==> src/src_defines.svh <==
// constants for the set/reset counter channel
`ifndef SRC_DEFINES_SVH
`define SRC_DEFINES_SVH

// register byte offsets
`define SRC_OFS_CTRL 12'h000
`define SRC_OFS_START 12'h004
`define SRC_OFS_STATUS 12'h008
`define SRC_OFS_INST 12'h00c
`define SRC_OFS_AVG 12'h010
// program windows of 1024 bytes, one token per word
`define SRC_OFS_SET_PROG 12'h400
`define SRC_OFS_RST_PROG 12'h800

// field positions
`define SRC_CTRL_QUAL_LSB 0
`define SRC_STAT_SET_STATE 0
`define SRC_STAT_SET_RES 1
`define SRC_STAT_RST_RES 2
`define SRC_STAT_SET_MISS 3
`define SRC_STAT_RST_MISS 4
`define SRC_STAT_BUSY 5

// token layout: [7:6] opcode, [5] inverted, [4:0] input line
`define SRC_TOK_OP_MSB 7
`define SRC_TOK_OP_LSB 6
`define SRC_TOK_INV 5
`define SRC_TOK_LINE_MSB 4
`define SRC_TOK_OP_END 2'h0
`define SRC_TOK_OP_PUSH 2'h1
`define SRC_TOK_OP_AND 2'h2
`define SRC_TOK_OP_OR 2'h3

// sizes and reset values
`define SRC_PROG_LEN 80
`define SRC_RST_QUAL 2'h0
`define SRC_RST_START 32'h0000_0000
`define SRC_DFLT_SET 1'b1
`define SRC_DFLT_RST 1'b0

`endif

==> src/src_pkg.sv <==
// types of the set/reset counter channel
`default_nettype none
package src_pkg;
   // qualification code: neither, set only, reset only, both
   typedef enum logic [1:0] {
      SRC_QUAL_N = 2'b00,
      SRC_QUAL_S = 2'b01,
      SRC_QUAL_R = 2'b10,
      SRC_QUAL_Y = 2'b11
   } src_qual_t;
   // pattern evaluation sequencer
   typedef enum logic [1:0] {
      SRC_EV_IDLE = 2'b00,
      SRC_EV_SET = 2'b01,
      SRC_EV_RST = 2'b10,
      SRC_EV_APPLY = 2'b11
   } src_ev_t;
endpackage : src_pkg
`default_nettype wire

==> src/src_counter_channel.sv <==
// set/reset counter channel with wishbone registers
//
// Contract
// [RULE_01] patterns are and/or expressions over input lines, nesting allowed
// [RULE_02] an inverted term is true when its line is inactive
// [RULE_03] each pattern holds at most eighty stored symbols
// [RULE_04] both patterns sampled each second; both true acts as reset
// [RULE_05] evaluation is level based; set returns once reset clears
// [RULE_06] an empty set pattern is always true
// [RULE_07] an empty reset pattern is always false
// [RULE_08] qualified pattern acts only if true at every interval sample
// [RULE_09] qualification test finishes before the interval-end add
// [RULE_10] qualification code: set, reset, both or neither; neither default
// [RULE_11] both qualified: both held whole interval resets at interval end
// [RULE_12] entering reset loads the instantaneous value with start value
// [RULE_13] at interval end in set state add equation, store base average
// [RULE_14] value stays constant between interval ends
// [RULE_15] reset qualified: set any sample, reset only at interval end
// [RULE_16] reset qualified: full reset beats a set true at last sample
// [RULE_17] after configuration the flip-flop starts in reset
// [RULE_18] in reset the value holds the start value, no accumulation
// [RULE_19] set qualified: reset any sample, set only at end, reset wins
// [RULE_20] sample and interval-end strobes; sticky miss flags per pattern
`default_nettype none
`include "src_defines.svh"

module src_counter_channel
   import src_pkg::*;
#(
   parameter int N_LINES = 32,
   parameter int DW = 32,
   parameter int PROG_LEN = `SRC_PROG_LEN,
   parameter int STK_D = 16
) (
   // clock, reset, enable
   input wire logic core_clk,
   input wire logic rst,
   input wire logic ce,
   // digital input lines and pacing strobes
   input wire logic [N_LINES-1:0] in_lines,
   input wire logic sample_stb,
   input wire logic interval_end,
   // equation result for this interval
   input wire logic signed [DW-1:0] eq_result,
   // channel results
   output logic signed [DW-1:0] inst_value,
   output logic signed [DW-1:0] base_avg,
   output logic base_avg_valid,
   output logic state_set,
   // wishbone slave
   input wire logic wb_cyc_i,
   input wire logic wb_stb_i,
   input wire logic wb_we_i,
   input wire logic [11:0] wb_adr_i,
   input wire logic [3:0] wb_sel_i,
   input wire logic [31:0] wb_dat_i,
   output logic [31:0] wb_dat_o,
   output logic wb_ack_o
);

   localparam int PCW = $clog2(PROG_LEN);
   localparam logic [PCW-1:0] PC_LAST = PCW'(PROG_LEN - 1);

   ////////////////////////////////////////////////////////////////////
   // state
   src_qual_t qual;
   logic signed [DW-1:0] start_val;
   logic [7:0] set_prog [PROG_LEN];
   logic [7:0] rst_prog [PROG_LEN];
   src_ev_t ev;
   logic [PCW-1:0] pc;
   logic [STK_D-1:0] stk;
   logic nonempty;
   logic [N_LINES-1:0] lines_q;
   logic is_smp;
   logic is_end;
   logic set_res;
   logic rst_res;
   logic set_miss;
   logic rst_miss;

   ////////////////////////////////////////////////////////////////////
   // wishbone decode
   logic wb_req;
   logic wr_req;
   logic prog_hit;
   logic win_set;
   logic win_rst;
   logic [PCW-1:0] prog_idx;
   logic idx_ok;
   assign wb_req = wb_cyc_i & wb_stb_i & ~wb_ack_o;
   assign wr_req = wb_req & wb_we_i;
   // window index in bits 8..2, upper half of each window unmapped
   assign prog_idx = wb_adr_i[PCW+1:2];
   assign idx_ok = !wb_adr_i[9] && (32'(wb_adr_i[8:2]) < PROG_LEN);
   assign win_set = ({wb_adr_i[11:10], 10'h000} == `SRC_OFS_SET_PROG);
   assign win_rst = ({wb_adr_i[11:10], 10'h000} == `SRC_OFS_RST_PROG);
   assign prog_hit = idx_ok && (win_set || win_rst); // [RULE_03]

   // one ack per request, registered one cycle after the strobe
   always_ff @(posedge core_clk) begin
      if (rst) begin
         wb_ack_o <= 1'b0;
      end else if (ce) begin
         wb_ack_o <= wb_req;
      end
   end

   // control registers
   always_ff @(posedge core_clk) begin
      if (rst) begin
         qual <= src_qual_t'(`SRC_RST_QUAL); // [RULE_10]
         start_val <= `SRC_RST_START;
      end else if (ce && wr_req) begin
         if (wb_adr_i == `SRC_OFS_CTRL && wb_sel_i[0]) begin
            qual <= src_qual_t'(wb_dat_i[`SRC_CTRL_QUAL_LSB +: 2]);
         end
         if (wb_adr_i == `SRC_OFS_START && wb_sel_i == 4'hf) begin
            start_val <= DW'(wb_dat_i);
         end
      end
   end

   // pattern programs, at most eighty symbols each
   always_ff @(posedge core_clk) begin
      if (ce && wr_req && prog_hit && wb_sel_i[0]) begin // [RULE_03]
         if (win_set) begin
            set_prog[prog_idx] <= wb_dat_i[7:0];
         end else begin
            rst_prog[prog_idx] <= wb_dat_i[7:0];
         end
      end
   end

   // read data, unmapped reads give zero
   always_ff @(posedge core_clk) begin
      if (rst) begin
         wb_dat_o <= 32'h0000_0000;
      end else if (ce) begin
         wb_dat_o <= 32'h0000_0000;
         if (wb_req && !wb_we_i) begin
            if (prog_hit) begin
               if (win_set) begin
                  wb_dat_o <= {24'h00_0000, set_prog[prog_idx]};
               end else begin
                  wb_dat_o <= {24'h00_0000, rst_prog[prog_idx]};
               end
            end else begin
               case (wb_adr_i)
                  `SRC_OFS_CTRL: wb_dat_o <= {30'h0, qual};
                  `SRC_OFS_START: wb_dat_o <= 32'(start_val);
                  `SRC_OFS_STATUS: begin
                     wb_dat_o <= {26'h0, ev != SRC_EV_IDLE, rst_miss,
                                  set_miss, rst_res, set_res, state_set};
                  end
                  `SRC_OFS_INST: wb_dat_o <= 32'(inst_value);
                  `SRC_OFS_AVG: wb_dat_o <= 32'(base_avg);
                  default: wb_dat_o <= 32'h0000_0000;
               endcase
            end
         end
      end
   end

   ////////////////////////////////////////////////////////////////////
   // postfix expression step: push line, and, or, end
   logic [7:0] tok;
   logic [1:0] op;
   logic line_bit;
   logic dflt;
   logic [STK_D-1:0] next_stk;
   logic done;
   logic fin_res;
   assign tok = (ev == SRC_EV_SET) ? set_prog[pc] : rst_prog[pc];
   assign op = tok[`SRC_TOK_OP_MSB:`SRC_TOK_OP_LSB];
   // inverted term true on an inactive line
   assign line_bit = lines_q[tok[`SRC_TOK_LINE_MSB:0]]
                     ^ tok[`SRC_TOK_INV]; // [RULE_02]
   assign dflt = (ev == SRC_EV_SET) ? `SRC_DFLT_SET // [RULE_06]
                                    : `SRC_DFLT_RST; // [RULE_07]

   // stack update, top of stack in bit 0
   always_comb begin
      next_stk = stk;
      case (op)
         `SRC_TOK_OP_PUSH: next_stk = {stk[STK_D-2:0], line_bit};
         `SRC_TOK_OP_AND: begin
            next_stk = {1'b0, stk[STK_D-1:2], stk[1] & stk[0]}; // [RULE_01]
         end
         `SRC_TOK_OP_OR: begin
            next_stk = {1'b0, stk[STK_D-1:2], stk[1] | stk[0]}; // [RULE_01]
         end
         default: next_stk = stk;
      endcase
   end

   assign done = (op == `SRC_TOK_OP_END) || (pc == PC_LAST);
   // empty program falls back to its default value
   assign fin_res = (op == `SRC_TOK_OP_END)
                    ? (nonempty ? stk[0] : dflt) : next_stk[0];

   // sequencer: latch lines, run set then reset, then apply
   always_ff @(posedge core_clk) begin
      if (rst) begin
         ev <= SRC_EV_IDLE;
         pc <= '0;
         stk <= '0;
         nonempty <= 1'b0;
         lines_q <= '0;
         is_smp <= 1'b0;
         is_end <= 1'b0;
         set_res <= 1'b0;
         rst_res <= 1'b0;
      end else if (ce) begin
         case (ev)
            SRC_EV_IDLE: begin
               if (sample_stb || interval_end) begin // [RULE_20]
                  lines_q <= in_lines; // [RULE_05]
                  is_smp <= sample_stb;
                  is_end <= interval_end;
                  pc <= '0;
                  stk <= '0;
                  nonempty <= 1'b0;
                  ev <= SRC_EV_SET;
               end
            end
            SRC_EV_SET, SRC_EV_RST: begin
               if (done) begin
                  if (ev == SRC_EV_SET) begin
                     set_res <= fin_res;
                     ev <= SRC_EV_RST;
                  end else begin
                     rst_res <= fin_res;
                     ev <= SRC_EV_APPLY;
                  end
                  pc <= '0;
                  stk <= '0;
                  nonempty <= 1'b0;
               end else begin
                  stk <= next_stk;
                  pc <= pc + 1'b1;
                  nonempty <= 1'b1;
               end
            end
            SRC_EV_APPLY: ev <= SRC_EV_IDLE;
            default: ev <= SRC_EV_IDLE;
         endcase
      end
   end

   ////////////////////////////////////////////////////////////////////
   // flip-flop decision
   logic qual_set;
   logic qual_rst;
   logic full_set;
   logic full_rst;
   logic eff_set;
   logic eff_rst;
   logic next_state_set;
   logic apply;
   logic signed [DW-1:0] sum;
   assign apply = (ev == SRC_EV_APPLY);
   assign qual_set = (qual == SRC_QUAL_S) || (qual == SRC_QUAL_Y);
   assign qual_rst = (qual == SRC_QUAL_R) || (qual == SRC_QUAL_Y);
   // true at every sample of the interval, this one included
   assign full_set = !set_miss && (set_res || !is_smp); // [RULE_08]
   assign full_rst = !rst_miss && (rst_res || !is_smp); // [RULE_08]
   // qualified patterns act only at the interval end
   assign eff_set = qual_set ? (is_end && full_set) // [RULE_19]
                             : (is_smp && set_res); // [RULE_15]
   assign eff_rst = qual_rst ? (is_end && full_rst) // [RULE_15]
                             : (is_smp && rst_res); // [RULE_19]
   // reset has priority over set in every mode
   assign next_state_set = eff_rst ? 1'b0 // [RULE_04] [RULE_11] [RULE_16]
                         : (eff_set ? 1'b1 : state_set); // [RULE_05]
   assign sum = inst_value + eq_result;

   // set/reset flip-flop, starts in reset
   always_ff @(posedge core_clk) begin
      if (rst) begin
         state_set <= 1'b0; // [RULE_17]
      end else if (ce && apply) begin
         state_set <= next_state_set;
      end
   end

   // per-pattern miss flags, cleared when a new interval begins
   always_ff @(posedge core_clk) begin
      if (rst) begin
         set_miss <= 1'b0;
         rst_miss <= 1'b0;
      end else if (ce && apply) begin
         if (is_end) begin
            set_miss <= 1'b0; // [RULE_20]
            rst_miss <= 1'b0;
         end else if (is_smp) begin
            set_miss <= set_miss | !set_res; // [RULE_20]
            rst_miss <= rst_miss | !rst_res;
         end
      end
   end

   // counter value and stored base average
   always_ff @(posedge core_clk) begin
      if (rst) begin
         inst_value <= `SRC_RST_START;
         base_avg <= `SRC_RST_START;
         base_avg_valid <= 1'b0;
      end else if (ce) begin
         base_avg_valid <= 1'b0;
         if (apply && is_end) begin
            // decision made above before any add
            if (next_state_set) begin // [RULE_09]
               inst_value <= sum; // [RULE_13]
               base_avg <= sum;
            end else begin
               inst_value <= start_val; // [RULE_18]
               base_avg <= start_val;
            end
            base_avg_valid <= 1'b1;
         end else if (apply && !next_state_set) begin
            inst_value <= start_val; // [RULE_12]
         end else if (!state_set) begin
            inst_value <= start_val; // [RULE_18]
         end
         // otherwise the value stays put between interval ends [RULE_14]
      end
   end

endmodule : src_counter_channel
`default_nettype wire

==> config.mk <==
export PLATFORM = sky130hd
export DESIGN_NAME = src_counter_channel
export DESIGN_NICKNAME = d
export VERILOG_FILES = /design/src/src_pkg.sv /design/src/src_counter_channel.sv
export VERILOG_INCLUDE_DIRS = /design/src
export SDC_FILE = /design/constraint.sdc
export NUM_CORES = 2
export LEC_CHECK = 0
export BUFFER_PORTS_ARGS = -buffer_cell sky130_fd_sc_hd__buf_2
export CAP_MARGIN = 20
export CORE_AREA = 5 5 403 405
export CTS_BUF_LIST = sky130_fd_sc_hd__clkbuf_4 sky130_fd_sc_hd__clkbuf_8 sky130_fd_sc_hd__clkbuf_16
export CTS_CLUSTER_DIAMETER = 60
export DETAILED_ROUTE_END_ITERATION = 7
export DIE_AREA = 0 0 408 410
export PLACE_DENSITY = 0.63
export SLEW_MARGIN = 20
export SYNTH_ARGS = -nofsm -noshare
export SYNTH_HDL_FRONTEND = slang
export SYNTH_SLANG_ARGS = --single-unit
==> constraint.sdc <==
create_clock -name core_clk -period 6.66 [get_ports core_clk]
set_input_delay 1.332 -clock core_clk [delete_from_list [all_inputs] [get_ports core_clk]]
set_output_delay 1.332 -clock core_clk [all_outputs]
set_load 0.02 [all_outputs]
=== Word-level counts from Yosys, hierarchy flattened ===
Memories as Yosys holds them, arrays and structs flattened. A register that Yosys moved wholly into a read port is not among the register bits.
Cells that the tools add are included.

* $add $sub $neg: 2
* Magnitude comparators: 2
* Equal/unequal tests: 21
* Mux-type cells: 47
* Bitwise operators: 10
* Reductions and logical operators: 50

{| class="wikitable"
|+ Operator list
! cell !! count
|-
| 32-bit 2-to-1 mux || 6
|-
| 32-bit one-hot mux with 5 select lines || 1
|-
| 16-bit one-hot mux with 3 select lines || 1
|-
| 7-bit 2-to-1 mux || 6
|-
| 32-bit adder || 1
|-
| 16-bit 2-to-1 mux || 2
|-
| 16-bit one-hot mux with 2 select lines || 1
|-
| 12-bit by 4-bit == test with 1-bit output, second input constant || 2
|-
| 1-bit 2-to-1 mux || 22
|-
| 1-bit logical AND || 17
|-
| 8-bit 2-to-1 mux || 2
|-
| 2-bit == test, second input constant || 7
|-
| 7-bit one-hot mux with 2 select lines || 1
|-
| 12-bit by 3-bit == test with 1-bit output, second input constant || 1
|-
| 12-bit by 5-bit == test with 1-bit output, second input constant || 1
|-
| 12-bit zero test || 1
|-
| 4-bit AND reduction || 3
|-
| 2-bit AND reduction || 5
|-
| 3-bit AND reduction || 3
|-
| 2-bit by 1-bit == test with 1-bit output, second input constant || 4
|-
| 1-bit zero test || 8
|-
| 7-bit by 1-bit adder with 7-bit output, second input constant || 1
|-
| 7-bit == test, second input constant || 1
|-
| 1-bit logical OR || 7
|-
| other kinds (17) || 28
|}

* Flip-flop bits (word level): 197
* Bits in writable memories: 1280
* Input port bits: 120
* Memories: 2

{| class="wikitable"
|+ Memories
! name !! words !! width !! read ports !! clocked after Yosys merged registers in !! write ports !! line !! source
|-
| rst_prog || 80 || 8 || 2 || 1 || 1 || src_counter_channel.sv:69 || <nowiki>logic [7:0] rst_prog [PROG_LEN];</nowiki>
|-
| set_prog || 80 || 8 || 2 || 1 || 1 || src_counter_channel.sv:68 || <nowiki>logic [7:0] set_prog [PROG_LEN];</nowiki>
|}

=== Depth between registers and ports, before layout ===
* Depth in word-level cells: 11
* Depth in mapped cells: 21
* Depth with buffers taken out: 16

=== Least setup slack after synthesis ===
Ideal clock, no wire load.

* Path type: input to register
* Start point: input port wb_adr_i[2]
* End point: register wb_dat_o[2]
* Library setup time: 128 ps
* Arrival time: 4510 ps
* Required time: 6532 ps
* Slack: 2022 ps
* Stages: 9
* Buffers on the path: 4
* Path through: clkbuf_1 > clkbuf_1 > clkbuf_1 > buf_1 > mux4_2 > mux4_2 > mux4_2 > a221oi_1 > nor2_1

* Word-level cells in the longest chain between the ends: 5
* Elaborated cells on any way between the ends: 14
* Classes of those cells: order compare (1); eq/ne (4); mux (4); reduce/logical (3); memory (2)

{| class="wikitable"
|+ Ends and longest elaborated chain
! item !! line !! source
|-
| start, declared || src_counter_channel.sv:54 || <nowiki>input wire logic [11:0] wb_adr_i,</nowiki>
|-
| parallel branches: the longest is 3 deep, another holds memory read 80 x 8 bit || - ||
|-
| 32-bit 2-to-1 mux (*) || src_counter_channel.sv:142 || <nowiki>if (prog_hit) begin</nowiki>
|-
| 32-bit 2-to-1 mux (*) || src_counter_channel.sv:141 || <nowiki>if (wb_req && !wb_we_i) begin</nowiki>
|-
| end signal, assigned || src_counter_channel.sv:144 || <nowiki>wb_dat_o <= {24'h00_0000, set_prog[prog_idx]};</nowiki>
|-
| end signal, assigned || src_counter_channel.sv:146 || <nowiki>wb_dat_o <= {24'h00_0000, rst_prog[prog_idx]};</nowiki>
|-
| end signal, assigned || src_counter_channel.sv:150 || <nowiki>`SRC_OFS_CTRL: wb_dat_o <= {30'h0, qual};</nowiki>
|-
| end, declared || src_counter_channel.sv:57 || <nowiki>output logic [31:0] wb_dat_o,</nowiki>
|}

Mark *: on every way between the ends.
A chain may end at the register's enable or synchronous reset.

==> impl_metrics.tcl <==
set metrics [dict create \
    status "finished clean" \
    p_leak_nw 24.89 \
    cts.sink_count 1484 \
    synth.net_count 4252 \
    critPathCaptureType "flip-flop" \
    sum_of_routed_wire_length_over_all_layers_um 213400 \
    critical-path-slowest-cell "dfxtp_4" \
    setup_tns_ps 0 \
    die_height_um 410 \
    synth_cell_types 82 \
    drv.max_cap_violation_count 0 \
    final_core_utilization 0.5038 \
    final_layout_size_suffix_gt1_frac 0.3238 \
    placed_cells_incl_taps 6212 \
    synth_enable_flop_cells 1280 \
    worst-setup-path-type "reg -> reg" \
    initialDrtViolationCount 6186 \
    wire_length_of_the_first_global_routing_pass_um 307700 \
    pin_count 219 \
    die_w_um 408 \
    netlist_top_cells_area "edfxtp_1 (54%), mux4_2 (25%), dfxtp_1 (5.8%)" \
    worst_hold_path_type "reg -> reg" \
    yosysTopAreaCell "edfxtp_1" \
    critPathTopFamily "compound AO/OA/AOI/OAI gates" \
    seq_power_share 0.492 \
    number_of_buffers_and_inverters_on_the_critical_path 2 \
    finalPower_mw 20.59 \
    ir_drop_mv 0.2771 \
    cts_tree "built" \
    post_cts_buffers 0 \
    timing.critical_path.from_type "flip-flop" \
    crit_share_post_route 0.8138 \
    fmaxAchievable_mhz 184.5 \
    finClkSkew_ps 31.70 \
    dieArea_um2 167300 \
    postSynth.topFlopCell "edfxtp_1" \
    path_common_cell "mux2i_1" \
    ys_seq_area_frac 0.6008 \
    comb_power_share 0.074 \
    post-dp-hpwl_um 144600 \
    p_switching_mw 4.664 \
    synth_top_cell_area_share 0.5431 \
    cts-root-buf "clkbuf_16" \
    grt-ovfl-total 0 \
    cts_max_level 4 \
    cts_resized 0 \
    postSynthCellCount 4094 \
    synthesis.area_um2 70770 \
    yosysWarnings 0 \
    number_of_vias_in_the_routed_layout 43120 \
    crit_path_max_fanout 46 \
    worst_ep_arrival_time_ps 6110 \
    period_needed_ps 5420 \
    worst_slew_margin_relative_to_its_limit 0.2176 \
    critical_path.max_stage_delay_ps 870 \
    final_net_count 4460 \
    cp.required_ps 7350 \
    max_slew.worst_pin.slew_ps 1163 \
    power.density_nw_per_um2 258.6 \
    setup_viol 0 \
    final_hold_viol_count 0 \
    slew_viol_final 0 \
    port_buffers 218 \
    clkLatencyLatePin_ps 800 \
    yosys_register_bits 1484 \
    rsz0062_at_grt "false" \
    area_delta_synth_final_pct 12.48 \
    asyncSetResetFlopFracSynth 0 \
    maximum_number_of_pins_on_one_net_before_global_route_repair 162 \
    drt-vias-per-instance 6.631 \
    core-area_um2 158000 \
    holdBufCountCts 0 \
    grt_pass1_vias 41960 \
    routabilityCongestion 0.9058 \
    num_rows 146 \
    power.switching_fraction 0.2265 \
    critical_path.cell_chain "buf_12 > buf_4 > mux4_2 > mux2i_1 > a2111o_1 > a211oi_2 > or3_1 > mux2i_1 > a2111oi_0 > a211oi_1 > a211o_1 > o211ai_2 > xor2_1 > a221oi_2 > a41o_1" \
    fin_hold_ws_ps 461.7 \
    start_util 0.4479 \
    finalWorstSetupSlack_ps 1240 \
    post_synth.cell_area_avg_um2 17.29 \
    worstHoldStart "lines_q[21]" \
    fin_area_um2 79600 \
    dr.pass1.iters 5 \
    dp_slack_ps 1134 \
    layout.cells.non_filler 6503 \
    ant_nets 0 \
    clock_share_of_power 0.434 \
    worst_setup_hold_path_clk_slew_ps 60 \
    initial_antenna_violation_count 5 \
    internal-power_mw 15.92 \
    cts_inserted_buffers 160 \
    clock_path_buffers 3 \
    routedWlPerCell_um 32.82 \
    drc 0 \
    gr-usage-all-layers 0.2518 \
    area_after_dpl_um2 74330 \
]
[placed cells by master (no fill, tap or decap), types with 10 or more instances in the layout]
master,instances
buf_4,128
nor3_1,17
xnor2_1,14
o31ai_1,11
nand2b_1,73
nor2b_1,30
clkinv_1,34
mux2i_1,105
o21ai_0,63
a211oi_1,32
a31oi_1,20
edfxtp_1,1280
nor2_1,296
a21o_1,16
ha_1,37
a21oi_1,171
o41a_1,10
clkbuf_16,165
a22o_1,14
clkinv_2,20
mux4_2,783
clkbuf_4,32
and3_1,20
nand3_1,41
o211ai_1,22
dfxtp_1,200
bufinv_16,12
a221oi_1,16
nand2_1,259
a311oi_1,12
buf_12,25
buf_2,205
inv_1,30
a22oi_1,36
a222oi_1,26
[synth_stat cells (22+ instances only)]
cell type and n:
o211ai_1 22, mux4_2 783, mux2i_1 105, inv_1 31, a22oi_1 36, dfxtp_1 204, o21ai_0 63, a222oi_1 26
edfxtp_1 1280, ha_1 37, a211oi_1 32, nand2b_1 73, nand2_1 259, clkbuf_1 178, a21oi_1 171, nand3_1 41
nor2b_1 32, buf_2 25, buf_1 59, nor2_1 297
[power groups by stage]
stage	clock network [mW]	registers (mW)	logic [mW]
global route	9.44	10.1	1.59
floorplan	0	10.3	0.948
finish	8.93	10.1	1.52
CTS	9.03	10.1	1.52
detailed placement	0	10.3	1.52
global placement	0	10.3	1.51
[path summary, 6_finish.rpt]
| path | endpoint | slack (ps) | depth (start not counted) |
|---|---|---|---|
| hold reg to reg | lines_q[21] | 460 | 2 |
| hold / removal | lines_q[21] | 460 | 2 |
| setup / recovery | set_res | 1240 | 15 |
| setup reg to reg | set_res | 1240 | 15 |
[logic make-up (layout without fill, tap and decap cells)]
kind of cell	after synthesis	count (layout)	synth area share
AO/OA/AOI/OAI	518	518	0.04957
XOR/XNOR	22	22	0.002723
adder cells (fa/ha/maj)	39	39	0.006966
buffers and inverters	349	683	0.02473
flip-flops	1484	1484	0.6008
multiplexers	899	899	0.2662
other	0	3	0
AND/OR/NAND/NOR	783	783	0.04897
[registers in the layout, summed over array words and instances (netlist names), 7 cells and up, named ones only]
signal and count:
base_avg 32, inst_value 32, lines_q 32, pc 7, rst_prog 640, set_prog 640
start_val 32, stk 16, wb_dat_o 32
[cell type report]
class | instances | area (um2)
clock buffers | 200 | 4410
multi-input cells | 2261 | 26540
diodes | 3 | 7.507
repair buffers | 362 | 2540
fillers | 12770 | 78410
inverters | 33 | 126.4
clock inverters | 88 | 852.1
well taps | 2072 | 2592
flip-flops and latches | 1484 | 42530
[worst min-delay path, delay by kind of cell (launching register included)]
| family | cells | cell delay (ps) |
|---|---|---|
| and+or+nand+nor | 1 | 50 |
| DFF | 1 | 310 |
| AOI/OAI and AO/OA | 1 | 50 |
[routing by layer]
metal  up-vias  track usage  part of all wire
met2      2685       0.3896              0.46
met4         4      0.08702             0.037
met3       354      0.05446              0.10
met5         -            0           0.00013
met1     22650       0.3575              0.39
li1      17430            -                 -
No activity file was read; power rests on OpenSTA's default activity.
